<file path="src/pcx_pkg.sv">
// Shared constants and carrier types for the pin-change and external interrupt flag block.
// Assumes an APB slave with 32-bit data; register indices are word indices (byte address = 4 * index).
package pcx_pkg;

  // ----------------------------------------
  // Register indices
  // ----------------------------------------
  localparam logic [9:0] PCX_IDX_PIN_CHANGE_FLAGS = 10'h03B;
  localparam logic [9:0] PCX_IDX_MASK_GROUP0 = 10'h06B;
  localparam logic [9:0] PCX_IDX_MASK_GROUP2 = 10'h06D;
  localparam logic [9:0] PCX_IDX_EXT_PIN_FLAGS = 10'h070;
  localparam logic [9:0] PCX_IDX_GROUP_ENABLES = 10'h071;
  localparam logic [9:0] PCX_IDX_MASK_GROUP1 = 10'h072;
  localparam logic [9:0] PCX_IDX_EXT_ENABLE_MASK = 10'h073;
  localparam logic [9:0] PCX_IDX_EXT_SENSE = 10'h074;

  // ----------------------------------------
  // Reset values
  // ----------------------------------------
  localparam logic [7:0] PCX_RST_BYTE = 8'h00;
  localparam logic [1:0] PCX_RST_EXT_FLAGS = 2'h0;
  localparam logic [2:0] PCX_RST_GRP_FLAGS = 3'h0;

  // ----------------------------------------
  // Field layout
  // ----------------------------------------
  localparam int PCX_NUM_EXT = 2;
  localparam int PCX_NUM_GRP = 3;
  localparam int PCX_NUM_PINS = 24;
  localparam int PCX_GRP1_MASK_W = 7;

  // Sense encodings per external pin
  localparam logic [1:0] PCX_SENSE_LOW = 2'h0;
  localparam logic [1:0] PCX_SENSE_ANY = 2'h1;
  localparam logic [1:0] PCX_SENSE_FALL = 2'h2;
  localparam logic [1:0] PCX_SENSE_RISE = 2'h3;

  // One bit per interrupt source, used for vector requests and acknowledges
  typedef struct packed {
    logic [PCX_NUM_GRP-1:0] grp;
    logic [PCX_NUM_EXT-1:0] ext;
  } pcx_src_s;

endpackage
</file>
<file path="src/pcx_int_flags.sv">
// Flag, enable and mask logic for two external interrupt pins and three pin-change groups.
// Assumes an APB master on clk, the core giving its global interrupt bit and one-cycle vector acks.
//
// Summary of operation
// - Edge or change on external pin sets that pin's flag, bit 1 or 0.
// - External vector requested only with flag, global bit and pin enable set; here level-sense mode requests while the pin is low, with no flag.
// - Executing a source's service routine clears its flag.
// - Writing one to a flag bit clears it; zero leaves it.
// - A pin in level-sense mode keeps its flag at zero.
// - Unused upper bits of flag and group registers read zero.
// - Group 2 enable with global bit enables pins 23..16 on own vector.
// - Group 1 enable with global bit enables pins 14..8 on own vector.
// - Group 0 enable with global bit enables pins 7..0 on own vector.
// - A change on any group pin whose mask bit is set sets that group's flag.
// - Group vector requested only with flag, group enable and global bit.
// - Group 2 mask bits 7:0 let pins 23..16 contribute when set.
// - Group 1 mask bits 6:0 serve pins 14..8; bit 7 reads zero.
// - Group 0 mask bits 7:0 serve pins 7..0.
// - Pin changes detected without the I/O clock, usable for deep-sleep wake; here detection is clocked, so a stopped clk misses changes.
// - Interrupts fire even when pins are driven as outputs.
// - Sense 00 low level, 01 any change, 10 falling, 11 rising.
//
// Chosen here: register access over APB.
`timescale 1ns/1ps

module pcx_int_flags
  import pcx_pkg::*;
#(
  parameter int ADDR_W = 12
) (
  input wire logic clk,
  input wire logic rst,
  input wire logic psel,
  input wire logic penable,
  input wire logic pwrite,
  input wire logic [ADDR_W-1:0] paddr,
  input wire logic [31:0] pwdata,
  output logic [31:0] prdata,
  output logic pready,
  output logic pslverr,
  input wire logic [PCX_NUM_EXT-1:0] extPin,
  input wire logic [PCX_NUM_PINS-1:0] changeWatchedPin,
  input wire logic globalIntEnable,
  input wire pcx_src_s vectorAck,
  output pcx_src_s vectorReq
);

  // ----------------------------------------
  // Elaboration checks
  // ----------------------------------------
  if (ADDR_W < 12 || ADDR_W > 32) begin : g_addr_chk
    $error("ADDR_W outside the range the register map can use");
  end

  // Group slices below assume eight pins per group with pin 15 absent.
  if (PCX_NUM_PINS != 8 * PCX_NUM_GRP || PCX_GRP1_MASK_W != 7) begin : g_map_chk
    $error("pin map does not match the group slicing");
  end

  if (PCX_NUM_EXT != 2) begin : g_ext_chk
    $error("sense register holds exactly two external pins");
  end

  // ----------------------------------------
  // Pin synchronisers
  // ----------------------------------------
  // Pins are sampled whatever their direction, so software can self-trigger.
  logic [PCX_NUM_EXT-1:0] extMeta_q, extSync_q, extPrev_q;
  logic [PCX_NUM_PINS-1:0] pcMeta_q, pcSync_q, pcPrev_q;

  // Pulses shorter than one clock may be missed.
  always_ff @(posedge clk or posedge rst) begin
    if (rst) begin
      extMeta_q <= '0;
      extSync_q <= '0;
      extPrev_q <= '0;
    end else begin
      extMeta_q <= extPin;
      extSync_q <= extMeta_q;
      extPrev_q <= extSync_q;
    end
  end

  always_ff @(posedge clk or posedge rst) begin
    if (rst) begin
      pcMeta_q <= '0;
      pcSync_q <= '0;
      pcPrev_q <= '0;
    end else begin
      pcMeta_q <= changeWatchedPin;
      pcSync_q <= pcMeta_q;
      pcPrev_q <= pcSync_q;
    end
  end

  // ----------------------------------------
  // APB decode
  // ----------------------------------------
  logic [7:0] extPinFlagsQ;
  logic [2:0] pinChangeFlags_q;
  logic [1:0] extPinFlags_q;
  logic [2:0] groupEnables_q;
  logic [7:0] maskGroup0_q, maskGroup2_q;
  logic [PCX_GRP1_MASK_W-1:0] maskGroup1_q;
  logic [1:0] extEnableMask_q;
  logic [3:0] extSense_q;
  logic [31:0] prdata_q;
  logic pslverr_q;
  logic [9:0] regIdx;
  logic addrOk;
  logic wrAcc;
  logic [7:0] rdByte;
  logic rdHit;

  assign regIdx = paddr[11:2];
  assign addrOk = (paddr[1:0] == 2'h0) && (paddr[ADDR_W-1:11] == '0);
  assign wrAcc = psel && penable && pwrite && addrOk;
  assign extPinFlagsQ = {6'h00, extPinFlags_q};

  function automatic logic isReg(input logic [9:0] idx, input logic [9:0] want);
    isReg = (idx == want);
  endfunction

  always_comb begin
    rdByte = 8'h00;
    rdHit = 1'b1;
    case (regIdx)
      PCX_IDX_PIN_CHANGE_FLAGS: rdByte = {5'h00, pinChangeFlags_q};
      PCX_IDX_MASK_GROUP0: rdByte = maskGroup0_q;
      PCX_IDX_MASK_GROUP2: rdByte = maskGroup2_q;
      PCX_IDX_EXT_PIN_FLAGS: rdByte = extPinFlagsQ;
      PCX_IDX_GROUP_ENABLES: rdByte = {5'h00, groupEnables_q};
      PCX_IDX_MASK_GROUP1: rdByte = {1'b0, maskGroup1_q};
      PCX_IDX_EXT_ENABLE_MASK: rdByte = {6'h00, extEnableMask_q};
      PCX_IDX_EXT_SENSE: rdByte = {4'h0, extSense_q};
      default: rdHit = 1'b0;
    endcase
  end

  // Read data captured in setup so the access phase answers with zero wait.
  always_ff @(posedge clk or posedge rst) begin
    if (rst) begin
      prdata_q <= 32'h0000_0000;
    end else if (psel && !penable) begin
      prdata_q <= (rdHit && addrOk && !pwrite) ? {24'h000000, rdByte} : 32'h0000_0000;
    end
  end

  // Error flag follows the same setup capture as the read data.
  always_ff @(posedge clk or posedge rst) begin
    if (rst) begin
      pslverr_q <= 1'b0;
    end else if (psel && !penable) begin
      pslverr_q <= !(rdHit && addrOk);
    end
  end

  assign prdata = prdata_q;
  // Zero wait states: every access phase completes at once.
  assign pready = 1'b1;
  assign pslverr = pslverr_q && psel && penable;

  // ----------------------------------------
  // Control registers
  // ----------------------------------------
  // Unused bits are not stored, so they always read back as zero.
  always_ff @(posedge clk or posedge rst) begin
    if (rst) begin
      groupEnables_q <= PCX_RST_GRP_FLAGS;
    end else if (wrAcc && isReg(regIdx, PCX_IDX_GROUP_ENABLES)) begin
      groupEnables_q <= pwdata[2:0];
    end
  end

  always_ff @(posedge clk or posedge rst) begin
    if (rst) begin
      maskGroup0_q <= PCX_RST_BYTE;
    end else if (wrAcc && isReg(regIdx, PCX_IDX_MASK_GROUP0)) begin
      maskGroup0_q <= pwdata[7:0];
    end
  end

  always_ff @(posedge clk or posedge rst) begin
    if (rst) begin
      maskGroup1_q <= PCX_RST_BYTE[PCX_GRP1_MASK_W-1:0];
    end else if (wrAcc && isReg(regIdx, PCX_IDX_MASK_GROUP1)) begin
      maskGroup1_q <= pwdata[PCX_GRP1_MASK_W-1:0];
    end
  end

  always_ff @(posedge clk or posedge rst) begin
    if (rst) begin
      maskGroup2_q <= PCX_RST_BYTE;
    end else if (wrAcc && isReg(regIdx, PCX_IDX_MASK_GROUP2)) begin
      maskGroup2_q <= pwdata[7:0];
    end
  end

  always_ff @(posedge clk or posedge rst) begin
    if (rst) begin
      extEnableMask_q <= PCX_RST_EXT_FLAGS;
    end else if (wrAcc && isReg(regIdx, PCX_IDX_EXT_ENABLE_MASK)) begin
      extEnableMask_q <= pwdata[1:0];
    end
  end

  always_ff @(posedge clk or posedge rst) begin
    if (rst) begin
      extSense_q <= PCX_RST_BYTE[3:0];
    end else if (wrAcc && isReg(regIdx, PCX_IDX_EXT_SENSE)) begin
      extSense_q <= pwdata[3:0];
    end
  end

  // ----------------------------------------
  // External pin events
  // ----------------------------------------
  logic [1:0] extEvent, extLevelMode, extLevelReq;

  for (genvar i = 0; i < PCX_NUM_EXT; i++) begin : g_ext
    logic [1:0] sense;
    logic rise, fall;
    assign sense = extSense_q[2*i+1:2*i];
    assign rise = extSync_q[i] && !extPrev_q[i];
    assign fall = !extSync_q[i] && extPrev_q[i];
    logic evt;
    // Edges come from the synced pair, so a sense change never fakes one.
    always_comb begin
      evt = 1'b0;
      case (sense)
        PCX_SENSE_ANY: evt = rise || fall;
        PCX_SENSE_FALL: evt = fall;
        PCX_SENSE_RISE: evt = rise;
        default: evt = 1'b0;
      endcase
    end
    assign extEvent[i] = evt;
    assign extLevelMode[i] = (sense == PCX_SENSE_LOW);
    // Level mode requests for as long as the pin stays low; no flag involved.
    assign extLevelReq[i] = extLevelMode[i] && !extSync_q[i];
  end

  // ----------------------------------------
  // Flags: set beats clear
  // ----------------------------------------
  logic [2:0] grpEvent;
  logic [1:0] extWrClr;
  logic [2:0] grpWrClr;

  logic [7:0] grpMask [PCX_NUM_GRP];
  // Group 1 has seven pins; its padded zero bit drops pin 15.
  assign grpMask[0] = maskGroup0_q;
  assign grpMask[1] = {1'b0, maskGroup1_q};
  assign grpMask[2] = maskGroup2_q;

  // Detection is clocked here, so a stopped clock misses changes; sleep wake needs a free clk.
  for (genvar g = 0; g < PCX_NUM_GRP; g++) begin : g_grp
    logic [7:0] delta;
    assign delta = pcSync_q[8*g+7:8*g] ^ pcPrev_q[8*g+7:8*g];
    assign grpEvent[g] = |(delta & grpMask[g]);
  end

  assign extWrClr = (wrAcc && isReg(regIdx, PCX_IDX_EXT_PIN_FLAGS)) ? pwdata[1:0] : 2'h0;
  assign grpWrClr = (wrAcc && isReg(regIdx, PCX_IDX_PIN_CHANGE_FLAGS)) ? pwdata[2:0] : 3'h0;

  logic [1:0] extPinFlags_d;
  logic [2:0] pinChangeFlags_d;

  always_comb begin
    extPinFlags_d = extPinFlags_q & ~extWrClr & ~vectorAck.ext;
    extPinFlags_d = (extPinFlags_d | extEvent) & ~extLevelMode;
  end

  always_comb begin
    pinChangeFlags_d = pinChangeFlags_q & ~grpWrClr & ~vectorAck.grp;
    pinChangeFlags_d = pinChangeFlags_d | grpEvent;
  end

  always_ff @(posedge clk or posedge rst) begin
    if (rst) begin
      extPinFlags_q <= PCX_RST_EXT_FLAGS;
    end else begin
      extPinFlags_q <= extPinFlags_d;
    end
  end

  always_ff @(posedge clk or posedge rst) begin
    if (rst) begin
      pinChangeFlags_q <= PCX_RST_GRP_FLAGS;
    end else begin
      pinChangeFlags_q <= pinChangeFlags_d;
    end
  end

  // ----------------------------------------
  // Vector requests
  // ----------------------------------------
  logic [1:0] extPending;
  assign extPending = extPinFlags_q | extLevelReq;
  assign vectorReq.ext = extPending & extEnableMask_q & {2{globalIntEnable}};
  assign vectorReq.grp = pinChangeFlags_q & groupEnables_q & {3{globalIntEnable}};

endmodule // pcx_int_flags

</file>
<file path="config.mk">
export PLATFORM = sky130hd
export DESIGN_NAME = pcx_int_flags
export DESIGN_NICKNAME = d
export VERILOG_FILES = /design/src/pcx_pkg.sv /design/src/pcx_int_flags.sv
export SDC_FILE = /design/constraint.sdc
export NUM_CORES = 1
export LEC_CHECK = 0
export ABC_CLOCK_PERIOD_IN_PS = 9900
export BUFFER_PORTS_ARGS = -buffer_cell sky130_fd_sc_hd__buf_2
export CAP_MARGIN = 20
export CORE_ASPECT_RATIO = 1.4
export CORE_MARGIN = 2
export CORE_UTILIZATION = 49
export DETAILED_ROUTE_END_ITERATION = 10
export HOLD_SLACK_MARGIN = 0.1
export PLACE_DENSITY_LB_ADDON = 0.3
export SLEW_MARGIN = 20
export SYNTH_ARGS = -nofsm -noshare
export SYNTH_HDL_FRONTEND = slang
export SYNTH_SLANG_ARGS = --single-unit
</file>
<file path="constraint.sdc">
create_clock -name clk -period 9.9 [get_ports clk]
set_clock_uncertainty 0.2 [all_clocks]
set_input_delay 0.495 -clock clk [delete_from_list [all_inputs] [get_ports clk]]
set_output_delay 0.495 -clock clk [all_outputs]
set_load 0.02 [all_outputs]
</file>
; Word-level counts from Yosys, hierarchy flattened
; Cells that the tools add are included.
; Widths: inputs -> output; s select.
[word_totals]
ff_bits = 148
in_bits = 81
[classes]
reduce_logical = 39
n_eq_ne = 14
bitwise_logic = 24
mux = 7
[op_table]
columns = operator, count
row1 = $eq 10x7->1 const B, 7
row2 = $pmux 8 s8, 1
row3 = $reduce_or 8->1, 4
row4 = $xor 8x8->8, 3
row5 = $logic_and 1x1->1, 23
row6 = $and 8x8->8, 2
row7 = $and 3x3->3, 4
row8 = $and 2x2->2, 5
row9 = $eq 10x6->1 const B, 1
row10 = $and 8x7->8, 1
row11 = $eq 2x2->1 const B, 4
row12 = $mux 8, 1
row13 = $logic_not 1->1, 7
row14 = $logic_not 2->1, 3
row15 = $not 2->2, 3
row16 = $not 3->3, 2
row17 = $pmux 1 s3, 2
row18 = $eq 2x1->1 const B, 2
row19 = $or 2x2->2, 2
row20 = $mux 3, 1
row21 = $or 3x3->3, 1
row22 = $logic_or 1x1->1, 2
row23 = $mux 2, 1
row24 = $mux 1, 1
row25 = $not 1->1, 1

; Logic depth before layout (Yosys ltp)
; Gate-level depths: netlist of the first run.
[depth]
depth_word = 10
mapped_depth = 6

; Worst setup path before layout of the first run
; No wires, ideal clock.
[synth_path]
kind = input port to flip-flop
from = input port paddr[11]
to = register groupEnables_q[0]
setup_time_ns = 0.125
path_slack_ns = 7.720
path_stages = 6
t_arrival_ns = 1.855
cell_sequence = nor4b_4 and4_1 buf_4 nand2_2 nor3b_4 mux2_2
[synth_between]
elab_chain_len = 4
word_cells_on_any_way = 5
cone_classes = 1 x eq/ne / 1 x bitwise / 3 x reduce/logical
[synth_lines]
columns = item, line_no
row1 = "start, declared", pcx_int_flags.sv:36  ; input wire logic [ADDR_W-1:0] paddr,
row2 = branches (longest 3 deep; another with $eq 10x7->1), n/a
row3 = $logic_and 1x1->1 (*), pcx_int_flags.sv:170  ; end else if (wrAcc && isReg(regIdx, PCX_IDX_GROUP_ENABLES)) begin
row4 = "end signal, assigned", pcx_int_flags.sv:171  ; groupEnables_q <= pwdata[2:0];
row5 = "end, declared", pcx_int_flags.sv:102  ; logic [2:0] groupEnables_q;
; Every way passes the cells marked *.
; A chain may end at the register's enable or synchronous reset.

; Final worst setup path of the first run
[layout_path]
from = input port paddr[3]
to = register maskGroup0_q[4]
[layout_between]
elab_chain_len = 2
[layout_lines]
columns = item, line_no
row1 = $eq 10x7->1, pcx_int_flags.sv:121  ; isReg = (idx == want);
row2 = $logic_and 1x1->1, pcx_int_flags.sv:178  ; end else if (wrAcc && isReg(regIdx, PCX_IDX_MASK_GROUP0)) begin
row3 = "end signal, assigned", pcx_int_flags.sv:179  ; maskGroup0_q <= pwdata[7:0];
row4 = "end, declared", pcx_int_flags.sv:103  ; logic [7:0] maskGroup0_q, maskGroup2_q;
; No other way between the ends.

==> results of run 1 <==
==> area by class of cell <==
class	instances	area [um^2]
clock buffer	18	439
clock inverter	14	195
fill	699	3440
inverter	11	43.8
multi-input combinational	207	1560
sequential	121	3030
tap	110	138
timing repair buffer	96	613
==> metrics by stage <==
stage               setup WS [ns]  instances  hold slack (ns)  area (um^2)  total power, mW
finish                       7.67        577            0.141         6020             1.23
global route                 7.37        577            0.139         6020             1.28
CTS                          7.60        577            0.132         6020             1.24
detailed placement           7.29        519            0.135         5130            0.581
global placement             7.29        519            0.132         5130            0.579
floorplan                    5.99        373            0.131         4870            0.567
==> Yosys cell counts (3+ instances only) <==
library cell / number / area share, %
dfrtp_1: 121 / 63
inv_1: 11 / 0.86
xor2_1: 23 / 4.2
buf_4: 28 / 4.4
buf_2: 5 / 0.52
nand3_1: 4 / 0.42
nand2_1: 16 / 1.3
nand4_1: 7 / 0.91
ha_1: 4 / 1.0
nor2_1: 12 / 0.94
and3_1: 5 / 0.65
a22oi_1: 11 / 1.7
a22o_1: 4 / 0.73
a2bb2oi_1: 3 / 0.55
o21ai_0: 10 / 1.0
and2_1: 5 / 0.65
nor2b_1: 5 / 0.65
a222oi_1: 4 / 0.84
a221oi_1: 3 / 0.55
mux2_2: 32 / 7.5
==> worst paths after layout <==
| check | cells after the start | end | start |
|---|---|---|---|
| min reg2reg | 0 | pcSync_q[11]$_DFF_PP0_ | pcMeta_q[11]$_DFF_PP0_ |
| min in group asynchronous | 3 | extSync_q[1]$_DFF_PP0_ | rst |
| min | 0 | pcSync_q[11]$_DFF_PP0_ | pcMeta_q[11]$_DFF_PP0_ |
| max reg2reg | 4 | prdata[0]$_DFFE_PP0P_ | maskGroup1_q[0]$_DFFE_PP0P_ |
| max | 5 | maskGroup0_q[4]$_DFFE_PP0P_ | paddr[3] |
| max in group asynchronous | 4 | pcMeta_q[7]$_DFF_PP0_ | rst |
==> critical path, delay by kind of cell <==
family,cells,cell delay [ns]
AND/OR/NAND/NOR,3,1.19
buffers and inverters,1,0.24
multiplexers,1,0.39
==> logic make-up (layout without fill, tap and decap cells) <==
logic type / after synthesis / in the layout
buffers and inverters: 45 / 139
AND/OR/NAND/NOR: 71 / 71
AO/OA/AOI/OAI: 49 / 49
other: 2 / 25
adder cells (fa/ha/maj): 4 / 4
multiplexers: 34 / 34
XOR/XNOR: 24 / 24
flip-flops: 121 / 121
==> sequential cells by signal (all words and copies together) (netlist names) <==
register / flops
pcPrev_q: 23
extPinFlags_q: 2
extSense_q: 4
prdata: 8
extSync_q: 2
extMeta_q: 2
maskGroup2_q: 8
pcMeta_q: 23
pcSync_q: 23
groupEnables_q: 3
extEnableMask_q: 2
maskGroup0_q: 8
extPrev_q: 2
pslverr_q: 1
maskGroup1_q: 7
pinChangeFlags_q: 3
==> what timing repair did <==
action,CTS,global route
endpoints found under the hold margin,66,0
setup endpoints to repair,0,0
buffers inserted,0,0
hold buffers,26,0
==> routing by layer <==
layer / vias to the layer above / global-route usage, %
li1: 1412 / -
met2: 111 / 32.5
met1: 1508 / 23.5
met4: 0 / 8.75
met5: - / 0
met3: 12 / 5.58
==> power groups by stage <==
stage | registers [mW] | logic, mW | clock network (mW)
2_1_floorplan | 0.526 | 0.0411 | 0
6_report | 0.519 | 0.0616 | 0.647
4_1_cts | 0.519 | 0.0620 | 0.660
3_3_place_gp | 0.527 | 0.0523 | 0
5_1_grt | 0.521 | 0.0689 | 0.686
3_5_place_dp | 0.528 | 0.0538 | 0
==> qor.csv, run 1 <==
metric;value;unit
mean post-synth cell area;13.7;um^2
ANT cells;0;
clock network fraction of total power;52.7;%
Die Ht;121;um
Final Max Tran Viols;0;
critical path cell sequence;buf_2, nand4b_1, nor2_1, and2_1, mux2_2;
Top Metal Used;met4;
most used flip-flop cell after synthesis;dfrtp_1;
IO Pins;120;
max_slew headroom;38.4;%
layout cells sized above 1;30.6;%
unrepaired setup endpoints after global routing;no;
worst hold path class;reg2reg;
startpoint types;input port;
Seq pwr share;42.3;%
peak supply drop;0.145;mV
final setup fails;0;
metal3 WL;500;um
switch share;21.4;%
Ys Warns;0;
# clock sinks;121;
most frequent cells in the layout;dfrtp_1 (121), buf_2 (69), mux2_2 (32);
Clock Latency Late Sink;0.41;ns
Psw;263;uW
post-synthesis sequential area ratio;63.3;%
cell area power density;204;mW/mm^2
total number of vias;3043;
met2 wire length;5010;um
Synth Area in Compound Gates;7.87;%
TritonCTS clock tree;done;
Initial Utilization;50.6;%
Detail Placement HPWL;6170;um
Overall Global Routing Usage;19.6;%
IO buf count;69;
core area;0.00946;mm^2
maxcap violations;0;
EDFF count, synth;0;
Synth Area in XOR/XNOR;4.39;%
Max clock buf depth;2;
post-route minimum period;2.23;ns
Post-synth ARST share;100;%
status;finished clean;
final hold violation count;0;
Syn Inst Count;350;
Cell Area, Synth;0.00479;mm^2
Post-CTS Resized;0;
initial antenna violation count;0;
Pre-antenna DRT Iters;5;
combinational fraction of design power;5.0;%
CP endpoint kind;flop;
DRT iter0 DRCs;178;
pin count of the biggest net entering global routing;81;
flop2flop setup slack;8.19;ns
leakage power;2.93;nW
Die Wd;87.5;um
antenna viol nets, final;0;
largest family of logic cells by synthesized area;simple AND/OR/NAND/NOR gates;
CP required;9.99;ns
vias in the first global route;3019;
Root Driver;clkbuf_16;
first-pass GRT wire length;15300;um
Max stage delay on crit path;0.52;ns
most common cell after layout, fill and taps aside;dfrtp_1;
Synth Area in Simple Gates;8.94;%
CP max-delay cell;nor2_1;
Max Freq;448;MHz
H-tree depth;4;
setup tns final;0;ns
Vias per Instance;5.27;
synthesized flop and latch total;121;
num rows;42;
Period Utilization, post-route;22.5;%
Internal;965;uW
wl on met1;3630;um
Synth cell types;47;
Total Wirelength;9320;um
# DRC;0;
gp weighted congestion;0.840;
largest fanout on the critical path;12;
Clock transition at path regs;0.05;ns
post-synthesis mux area share;8.47;%
Synth-to-Final Area Change;25.8;%
die area;0.0106;mm^2
Synth Area in Adders;1.05;%
drt wl/cell;16.2;um
Core Util, Final;63.7;%
CTS buffer count;17;
total gr overflow;0;
nets;539;
Worst Path Arrival;2.32;ns
critical path type;in2reg;
worst slew pin tran;0.924;ns
(Power assumes the default switching activity.)
==> run 2: changes to the inputs <==
Settings changed: ABC_CLOCK_PERIOD_IN_PS 9900 to 2300.
Clock period 9.9 ns to 2.3 ns, I/O delays scaled along.
==> qor.csv, run 2 (synthesized netlist as in run 1, its figures left out) <==
metric;value;unit
final setup fails;0;
Die Ht;121;um
Initial Utilization;50.6;%
combinational fraction of design power;5.9;%
Vias per Instance;5.19;
Worst Path Arrival;2.33;ns
worst reg2reg startpoint;extSync_q[1]$_DFF_PP0_;
RR Endpoint;extPinFlags_q[1]$_DFF_PP0_;
Root Driver;clkbuf_16;
Pre-antenna DRT Iters;4;
Max stage delay on crit path;0.55;ns
H-tree depth;4;
post-route minimum period;2.24;ns
total gr overflow;0;
Total Wirelength;10000;um
CP endpoint kind;flop;
Die Wd;87.5;um
Max clock buf depth;2;
Reg2Reg Depth;7;
flop2flop setup slack;0.22;ns
Final Max Tran Viols;0;
DRT iter0 DRCs;157;
switch share;20.5;%
num rows;42;
total number of vias;3208;
IO buf count;69;
leakage power;3.12;nW
setup tns final;0;ns
# DRC;0;
Cell Count, Final, Fillers Out;618;
cell area power density;840;mW/mm^2
Synth-to-Final Area Change;35.1;%
status;finished clean;
final hold violation count;0;
nets;580;
DP Cell Count;526;
Period Utilization, post-route;97.2;%
die area;0.0106;mm^2
maxcap violations;0;
# clock sinks;121;
gp weighted congestion;0.909;
Seq pwr share;41.1;%
ANT cells;0;
CP required;2.39;ns
critical path type;in2reg;
initial antenna violation count;0;
Internal;4.32;mW
startpoint types;input port;
largest fanout on the critical path;6;
TritonCTS clock tree;done;
Psw;1.11;mW
clock network fraction of total power;53.0;%
antenna viol nets, final;0;
Max Freq;447;MHz
most frequent cells in the layout;dfrtp_1 (121), buf_2 (69), dlygate4sd3_1 (59);
most numerous cell on the critical path;dlygate4sd3_1;
first-pass GRT wire length;16100;um
critical path cell sequence;dlygate4sd3_1, buf_2, nor4b_4, buf_4, and4_2, nand2_1, a31o_2, dlygate4sd3_1;
IO Pins;120;
biggest regs;pcMeta_q (23), pcPrev_q (23), pcSync_q (23);
layout cells sized above 1;29.7;%
Post-DP Area;0.00520;mm^2
Clock Latency Late Sink;0.41;ns
most common cell after layout, fill and taps aside;dfrtp_1;
Overall Global Routing Usage;20.5;%
peak supply drop;0.634;mV
Clock transition at path regs;0.06;ns
CTS buffer count;17;
origin of the worst setup path;paddr[10];
unrepaired setup endpoints after global routing;no;
CP max-delay cell;dlygate4sd3_1;
worst hold path class;in2reg;
drt wl/cell;16.2;um
crit path to;pinChangeFlags_q[2]$_DFF_PP0_;
post-route design area;0.00647;mm^2
core area;0.00946;mm^2
pin count of the biggest net entering global routing;52;
Detail Placement HPWL;6490;um
vias in the first global route;3378;
run 2: cell count changes in the layout (fill, tap and decap cells not counted), sizes merged:
| cell | delta |
|---|---|
| dlygate4sd3 | +33 |
| clkinvlp | +3 |
| clkinv | -3 |
| buf | +7 |
| clkbuf | +2 |
| dlymetal6s4s | +1 |
| inv | -3 |
| bufinv | +1 |
run 2: final cells by class:
| cell class | instances | area [um^2] |
|---|---|---|
| Tap cell | 110 | 138 |
| Timing Repair Buffer | 137 | 1030 |
| Inverter | 11 | 45.0 |
| Fill cell | 668 | 2990 |
| Clock buffer | 20 | 457 |
| Multi-Input combinational cell | 207 | 1570 |
| Clock inverter | 12 | 196 |
| Sequential cell | 121 | 3030 |
run 2: what timing repair did:
action | in CTS | in global routing
hold endpoints to repair | 192 | 0
hold buffers | 60 | 0
endpoints found under the setup margin | 0 | 2
gates resized for setup | 0 | 4
buffers inserted | 0 | 0
run 2: worst min-delay path by stage:
stage               startpoint                      to  slack (ns)  depth (start not counted)
floorplan            extPin[0]  extMeta_q[0]$_DFF_PP0_       -0.05                          0
global placement           rst  pcSync_q[17]$_DFF_PP0_       -0.02                          2
detailed placement         rst  pcSync_q[17]$_DFF_PP0_       -0.02                          2
CTS                   paddr[9]   prdata[3]$_DFFE_PP0P_        0.10                          5
global route          paddr[9]   prdata[3]$_DFFE_PP0P_        0.13                          5
finish                paddr[9]   prdata[3]$_DFFE_PP0P_        0.10                          5
run 2: worst max-delay path: cells and delay by family:
family                 cells  cell delay, ns
and+or+nand+nor            3            0.57
buffers and inverters      4            1.41
AOI/OAI and AO/OA          1            0.23
run 2: routing by layer:
layer	vias up	track usage [%]	part of all wire [%]
met5	-	0	0
met4	0	11.2	2.8
met3	25	5.44	5.1
met2	125	34.6	53
met1	1573	23.3	39
li1	1485	-	-
run 2: power by group through the flow:
stage          Clock, mW  Sequential, mW  Combinational (mW)
6_report            2.88            2.23               0.320
5_1_grt             3.02            2.24               0.353
4_1_cts             2.92            2.23               0.316
3_5_place_dp           0            2.27               0.244
3_3_place_gp           0            2.27               0.238
2_1_floorplan          0            2.26               0.177
run 2: per-stage QoR:
step	utilization [%]	total power, mW	hold WS (ns)	setup slack [ns]
floorplan	-	2.44	-0.0536	0.500
global placement	55.0	2.50	-0.0229	0.256
detailed placement	55.0	2.52	-0.0213	0.201
CTS	68.3	5.47	0.102	0.0556
global route	68.4	5.62	0.130	0.00401
finish	68.4	5.43	0.101	0.0634
